`src/pkg/wdc_pkg.sv`:
```
// Purpose: shared constants and types for the watchdog counter block
// Assumes: one 100 MHz clock, asynchronous active-high reset
// Notes:   the 256-cycle reset pulse counts oscillator clock cycles
package wdc_pkg;

  localparam int CNT_W            = 8;
  localparam int CTRL_W           = 8;
  // control/status bit positions
  localparam int WE_BIT           = 4;
  localparam int ON_BIT           = 2;
  localparam int INH_BIT          = 3;
  localparam logic [7:0] CNT_MAX  = 8'hFF;
  localparam logic [7:0] CNT_RST  = 8'h00;
  localparam logic [7:0] CTRL_RST = 8'h00;
  // reset pulse length in oscillator cycles
  localparam int RST_PULSE_CYC    = 256;
  localparam int PULSE_W          = 9;

  typedef struct packed {
    logic       ctrl_wr;
    logic       cnt_wr;
    logic [7:0] wdata;
  } wdc_wr_t;

  typedef enum logic [1:0] {
    WDC_IDLE,
    WDC_COUNT,
    WDC_RESET
  } wdc_state_t;

endpackage : wdc_pkg

```
`src/rtl/wdc_pulse.sv`:
```
// Purpose: fixed-length reset pulse generator
// Assumes: start is a one-cycle strobe
// Notes:   output registered; retrigger while busy is ignored
`timescale 1ns/1ps
`default_nettype none
module wdc_pulse #(
  parameter int LEN = wdc_pkg::RST_PULSE_CYC
) (
  input  wire logic clk,
  input  wire logic rst,
  input  wire logic start,
  output var  logic pulse
);

  logic [wdc_pkg::PULSE_W-1:0] cnt;
  logic [wdc_pkg::PULSE_W-1:0] next_cnt;
  logic                        next_pulse;

  always_comb begin
    next_cnt   = cnt;
    next_pulse = pulse;
    if (pulse) begin
      if (cnt == wdc_pkg::PULSE_W'(LEN - 1)) begin
        next_pulse = 1'b0;
        next_cnt   = '0;
      end else begin
        next_cnt = cnt + 1'b1;
      end
    end else if (start) begin
      next_pulse = 1'b1;
      next_cnt   = '0;
    end
  end

  always_ff @(posedge clk or posedge rst) begin
    if (rst) begin
      cnt   <= '0;
      pulse <= 1'b0;
    end else begin
      cnt   <= next_cnt;
      pulse <= next_pulse;
    end
  end

endmodule : wdc_pulse
`default_nettype wire

```
`src/rtl/wdc_top.sv`:
```
// Purpose: watchdog with writable 8-bit up-counter and reset pulse
// Assumes: writes arrive as one-cycle strobes on the system clock
// Notes:   counting clock is a one-cycle enable from outside
`timescale 1ns/1ps
`default_nettype none

////////////////////////////////////////////////////////////////////////
// What this block does
// - watchdog count is an 8-bit up-counter
// - counting starts when on set, inhibit cleared, write-enable already 1
// - count pulse at FF gives overflow and internal reset
// - internal reset stays high exactly 256 oscillator cycles
// - counter is writable; counting continues from written value
// - written value sets overflow time 1 to 256 count pulses
// - bit 4 of control/status is write-enable gating the on bit (bit 2)
module wdc_top (
  input  wire logic        SYS_CLK,
  input  wire logic        RST,
  input  wire logic        CTRL_WR,
  input  wire logic        CNT_WR,
  input  wire logic [7:0]  WDATA,
  input  wire logic        CNT_EN,
  output var  logic [7:0]  CTRL_STATUS,
  output var  logic [7:0]  COUNT,
  output var  logic        OVERFLOW,
  output var  logic        INT_RESET
);

  ////////////////////////////////////////////////////////////////////
  wdc_pkg::wdc_wr_t    wr;
  wdc_pkg::wdc_state_t state;
  wdc_pkg::wdc_state_t next_state;
  logic                ctrl_write_enable;
  logic                next_ctrl_write_enable;
  logic                count_on_bit;
  logic                next_count_on_bit;
  logic [7:0]          watchdog_count_reg;
  logic [7:0]          next_watchdog_count_reg;
  logic                next_overflow;
  logic                ovf_start;
  logic                rst_pulse;

  assign wr = '{ctrl_wr: CTRL_WR, cnt_wr: CNT_WR, wdata: WDATA};

  ////////////////////////////////////////////////////////////////////
  // control/status register
  always_comb begin
    next_ctrl_write_enable = ctrl_write_enable;
    next_count_on_bit      = count_on_bit;
    if (wr.ctrl_wr) begin
      next_ctrl_write_enable = wr.wdata[wdc_pkg::WE_BIT];
      // enable must already be set; one write cannot do both
      if (ctrl_write_enable && !wr.wdata[wdc_pkg::INH_BIT]) begin
        next_count_on_bit = wr.wdata[wdc_pkg::ON_BIT];
      end
    end
  end

  ////////////////////////////////////////////////////////////////////
  // counter and state
  always_comb begin
    next_state              = state;
    next_watchdog_count_reg = watchdog_count_reg;
    next_overflow           = 1'b0;
    case (state)
      wdc_pkg::WDC_IDLE: begin
        if (next_count_on_bit) begin
          next_state = wdc_pkg::WDC_COUNT;
        end
      end
      wdc_pkg::WDC_COUNT: begin
        if (!next_count_on_bit) begin
          next_state = wdc_pkg::WDC_IDLE;
        end else if (CNT_EN && !wr.cnt_wr) begin
          if (watchdog_count_reg == wdc_pkg::CNT_MAX) begin
            next_overflow = 1'b1;
            next_state    = wdc_pkg::WDC_RESET;
          end
          next_watchdog_count_reg = watchdog_count_reg + 8'h01;
        end
      end
      wdc_pkg::WDC_RESET: begin
        // wait for the pin-level reset to drop, so no count slips in
        if (!rst_pulse && !OVERFLOW && !INT_RESET) begin
          next_state = next_count_on_bit ? wdc_pkg::WDC_COUNT
                                         : wdc_pkg::WDC_IDLE;
        end
      end
      default: next_state = wdc_pkg::WDC_IDLE;
    endcase
    // writes win over counting; time to overflow is 256 minus value
    if (wr.cnt_wr) begin
      next_watchdog_count_reg = wr.wdata;
    end
  end

  assign ovf_start = OVERFLOW;

  wdc_pulse #(
    .LEN (wdc_pkg::RST_PULSE_CYC)
  ) u_pulse (
    .clk   (SYS_CLK),
    .rst   (RST),
    .start (ovf_start),
    .pulse (rst_pulse)
  );

  ////////////////////////////////////////////////////////////////////
  always_ff @(posedge SYS_CLK or posedge RST) begin
    if (RST) begin
      state              <= wdc_pkg::WDC_IDLE;
      ctrl_write_enable  <= 1'b0;
      count_on_bit       <= 1'b0;
      watchdog_count_reg <= wdc_pkg::CNT_RST;
      OVERFLOW           <= 1'b0;
      CTRL_STATUS        <= wdc_pkg::CTRL_RST;
      COUNT              <= wdc_pkg::CNT_RST;
      INT_RESET          <= 1'b0;
    end else begin
      state              <= next_state;
      ctrl_write_enable  <= next_ctrl_write_enable;
      count_on_bit       <= next_count_on_bit;
      watchdog_count_reg <= next_watchdog_count_reg;
      OVERFLOW           <= next_overflow;
      CTRL_STATUS        <= {3'b000, next_ctrl_write_enable, 1'b0,
                             next_count_on_bit, 2'b00};
      COUNT              <= next_watchdog_count_reg;
      INT_RESET          <= rst_pulse;
    end
  end

endmodule : wdc_top
`default_nettype wire

```
`config.mk`:
```
export PLATFORM = sky130hd
export DESIGN_NAME = wdc_top
export DESIGN_NICKNAME = d
export VERILOG_FILES = /design/src/pkg/wdc_pkg.sv /design/src/rtl/wdc_pulse.sv /design/src/rtl/wdc_top.sv
export SDC_FILE = /design/constraint.sdc
export NUM_CORES = 1
export LEC_CHECK = 0
export BUFFER_PORTS_ARGS = -buffer_cell sky130_fd_sc_hd__buf_4
export CAP_MARGIN = 30
export CORE_ASPECT_RATIO = 0.75
export CORE_MARGIN = 2
export CORE_UTILIZATION = 40
export CTS_CLUSTER_DIAMETER = 150
export DETAILED_ROUTE_END_ITERATION = 10
export GPL_ROUTABILITY_DRIVEN = 0
export MAX_ROUTING_LAYER = met4
export PLACE_DENSITY = 0.67
export SYNTH_ARGS = -nofsm -noshare
export SYNTH_HDL_FRONTEND = slang
export SYNTH_SLANG_ARGS = --single-unit
```
`constraint.sdc`:
```
create_clock -name SYS_CLK -period 3.4 [get_ports SYS_CLK]
set_input_delay 0.17 -clock SYS_CLK [delete_from_list [all_inputs] [get_ports SYS_CLK]]
set_output_delay 0.17 -clock SYS_CLK [all_outputs]
set_load 0.03 [all_outputs]
```
# Yosys cells after proc, flatten, opt, wreduce, memory -nomap -nowiden
# Index checks and enable logic that the tools add are counted.
# totals
register_bits,26
input_bits,13
wordCells,59
# op_classes
addsub,2
eq_ne,8
muxes,24
reduce_logical,16
# op_table
cell,n
$mux 8,4
$mux 9,3
$mux 1,11
$mux 2,5
$add 9x1->9 const B,1
$eq 9x8->1 const B,1
$add 8x1->8 const B,1
$eq 8x8->1 const B,1
$reduce_bool 2->1,4
$ne 3x3->1 const B,2
$pmux 2 s3,1
$logic_not 1->1,5
$logic_and 1x1->1,4
$ne 2x2->1 const B,2
$reduce_and 4->1,1
$reduce_and 3->1,1
$eq 2x1->1 const B,1
$eq 2x2->1 const B,1
$logic_not 2->1,1

# Longest topological paths before layout
# depth
depth_word,7
depth_mapped,6
depth_no_buf,5

# Cells and area by module
# Synthesis repeated with hierarchy kept, for this count alone.
# hier_totals
cells_unflattened,142
hier_area_um2,1381.3
# by_module_without_submodules
mod,instances,cells_per_inst,area_per_inst_um2,seq_area_each_um2
wdc_top,1,89,873.3,350.3
wdc_pulse,1,53,508.0,250.2

# Worst setup path after synthesis
# OpenSTA, ideal clock, no wires.
# synth_path
kind,reg-to-reg
start,reg CTRL_STATUS[4] (netlist name)
end,reg watchdog_count_reg[1]
setup_ns,0.125
arrival_time_ns,1.499
t_required_ns,3.275
path_slack_ns,1.777
path_stages_with_launch,6
period_less_slack_ns,1.623
path_cell_list,dfrtp_1 -> and3b_1 -> buf_6 -> mux2i_4 -> mux2_4 -> mux2_2
# synth_lines
element,line,text
"end signal, assigned",wdc_top.sv:114,watchdog_count_reg <= wdc_pkg::CNT_RST;
"end signal, assigned",wdc_top.sv:123,watchdog_count_reg <= next_watchdog_count_reg;
"end, declared",wdc_top.sv:37,logic [7:0] watchdog_count_reg;

==> impl_metrics.json <==
{
  "synth-seq-area-share_pct": 42.9,
  "ys_warn_count": 0,
  "ioPinCount": 31,
  "avgSynthCellArea_um2": 9.71,
  "power.leakage_nw": 0.735,
  "cp_slowest_stage_delay_ps": 430,
  "synth_top_area_share_pct": 42.9,
  "rsz0062_at_grt": "false",
  "die_h_um": 55.2,
  "drt-total-wl_um": 2840,
  "grt_pass1_vias": 1004,
  "drc_errors": 0,
  "viasPerCell": 5.33,
  "grt.total_usage_pct": 15.5,
  "synth_common_cells": "dfrtp_1 (24), nand2_1 (19), buf_4 (8)",
  "final_antenna_net_count": 0,
  "fin_nets": 182,
  "die_x_um": 72.3,
  "synth.area.top_cells": "dfrtp_1 (43%), nand2_1 (5.1%), buf_4 (4.3%)",
  "clkSlewWorstSetupHoldPaths_ps": 90,
  "diodes": 0,
  "end_kind": "register",
  "outcome": "finished clean",
  "largest_register_ffs": 9,
  "h-tree-depth": 1,
  "critPathLaunchType": "register",
  "cts_hold_buf": 0,
  "cap_violations": 0,
  "synth_edf_count": 0,
  "tightest_slew_ps": 896,
  "core_area_mm2": 0.00331,
  "drv_slew": 0,
  "fmax_mhz": 550,
  "fin_tns_setup_ps": 0,
  "ys_types": 47,
  "finalSetupViolCount": 0,
  "yosysMostFrequentCell": "dfrtp_1",
  "crit_fanout": 9,
  "ys_seq_elements": 24,
  "clk_latency_ps": 270,
  "tritoncts": "done",
  "post-cts-setup-buffer-count": 0,
  "worstPathRequired_ps": 3550,
  "hold_viol": 0,
  "cts_buffers": 3,
  "crit_type": "reg -> reg",
  "whs_ps": 94.9,
  "dpl.hpwl_um": 2140,
  "syn_area_mm2": 0.00140,
  "syn_inst": 144,
  "synth_ff_type": "dfrtp_1",
  "skew_ps": 6.32,
  "timing.rr.end": "watchdog_count_reg[1]",
  "period_needed_ps": 1820,
  "cp.arrival_ps": 1970,
  "layout-drive-gt1-share_pct": 22.3,
  "drt_first_pass_iters": 4,
  "p_per_area_mw_per_mm2": 510,
  "root_buffer": "clkbuf_8",
  "post_cts_resize_count": 0,
  "r2r_start": "CTRL_STATUS[4]",
  "crit_path_top_delay_cell": "mux2i_4",
  "syn_to_final_growth_pct": 17.3,
  "num_vias": 1098,
  "wire_per_inst_um": 13.8,
  "critPathBufInv": 0,
  "reg2reg_slack_ps": 1580,
  "rr_worst_depth": 4,
  "grt_max_degree": 25,
  "overflow": 0,
  "min_path_type": "in -> async",
  "ir_drop_v": 0.000223,
  "rows": 18,
  "cp_cell_sequence": "and3b_1, mux2i_4, mux2_4, mux2_2",
  "die_area_mm2": 0.00399,
  "finalCritPeriodShare_pct": 53.4,
  "ys_async_sr_fraction_pct": 100,
  "antenna_found_initial": 0,
  "grt_pass1_wl_um": 4780,
  "port-buffer-count": 24,
  "ctsLongestPathBuffers": 2,
  "relSlewSlack_pct": 40.2,
  "fin_util_pct": 49.5,
  "start_util_pct": 42.3,
  "drt_iter0_drc": 73,
  "synth_area_leader_cell": "dfrtp_1",
  "crit_family": "multiplexers",
  "clock_sinks": 24,
  "critPathLaunch": "CTRL_STATUS[4]"
}
## power breakdown
group          internal (mW)  switching, mW  total [mW]
Combinational         0.0909          0.130       0.221
Sequential             0.319         0.0487       0.368
Clock                  0.157         0.0911       0.248
## per-layer routing
| layer | wire length [µm] | vias to the layer above | GRT usage (%) |
|---|---|---|---|
| met5 | 0 | - | - |
| met4 | 27 | 0 | 3.23 |
| met3 | 83 | 2 | 3.28 |
| met2 | 1270 | 21 | 23.2 |
| met1 | 1460 | 527 | 21.8 |
| li1 | - | 548 | - |
## worst reg2reg max path: cells and delay by family (launching register included)
family / cells / cell delay, ps
muxes: 3 / 1020
DFF: 1 / 370
and+or+nand+nor: 1 / 310
## per-stage QoR
step | total power [mW] | instance area (µm²) | setup WS, ps | instances
after floorplan | 0.529 | 1420 | 1780 | 149
after global placement | 0.586 | 1570 | 1670 | 202
after detailed placement | 0.593 | 1570 | 1610 | 202
after CTS | 0.844 | 1640 | 1580 | 206
after global routing | 0.882 | 1640 | 1440 | 206
final | 0.837 | 1640 | 1580 | 206
## cell usage in the layout, fill, tap and decap left out, types with 3 or more instances in the layout
cell type	instances
o21ai_0	7
nor2_1	6
buf_4	24
nor3_1	5
dfrtp_1	24
inv_1	6
nand4b_1	3
mux2i_1	5
nand3_1	5
nand2_1	19
nor2b_1	3
conb_1	6
clkbuf_8	3
## cell type report
cell class	instances	area, µm²
timing repair buffer	24	180
clock inverter	1	30.0
multi-input combinational	108	716
fill	300	1670
inverter	6	22.5
clock buffer	3	41.3
sequential	24	601
tap	40	50.0
## worst max path at each step
stage,to,cells past startpoint,slack (ps)
finish,watchdog_count_reg[1],4,1580
CTS,watchdog_count_reg[1],4,1580
global placement,watchdog_count_reg[1],4,1670
detailed placement,watchdog_count_reg[1],4,1610
global route,u_pulse.cnt[5],5,1440
floorplan,watchdog_count_reg[1],5,1780
## cells by family after synthesis
family                     count (synthesis)  synth area share [%]
xor gates and xnor gates                   3                  1.88
buffers and inverters                     17                  7.25
AOI/OAI and AO/OA                         28                  14.0
DFF                                       24                  42.9
adders and majority gates                  2                  1.79
other                                      1                 0.268
muxes                                      9                  7.87
and+or+nand+nor                           60                  24.1
No activity file was read; power rests on OpenSTA's default activity.
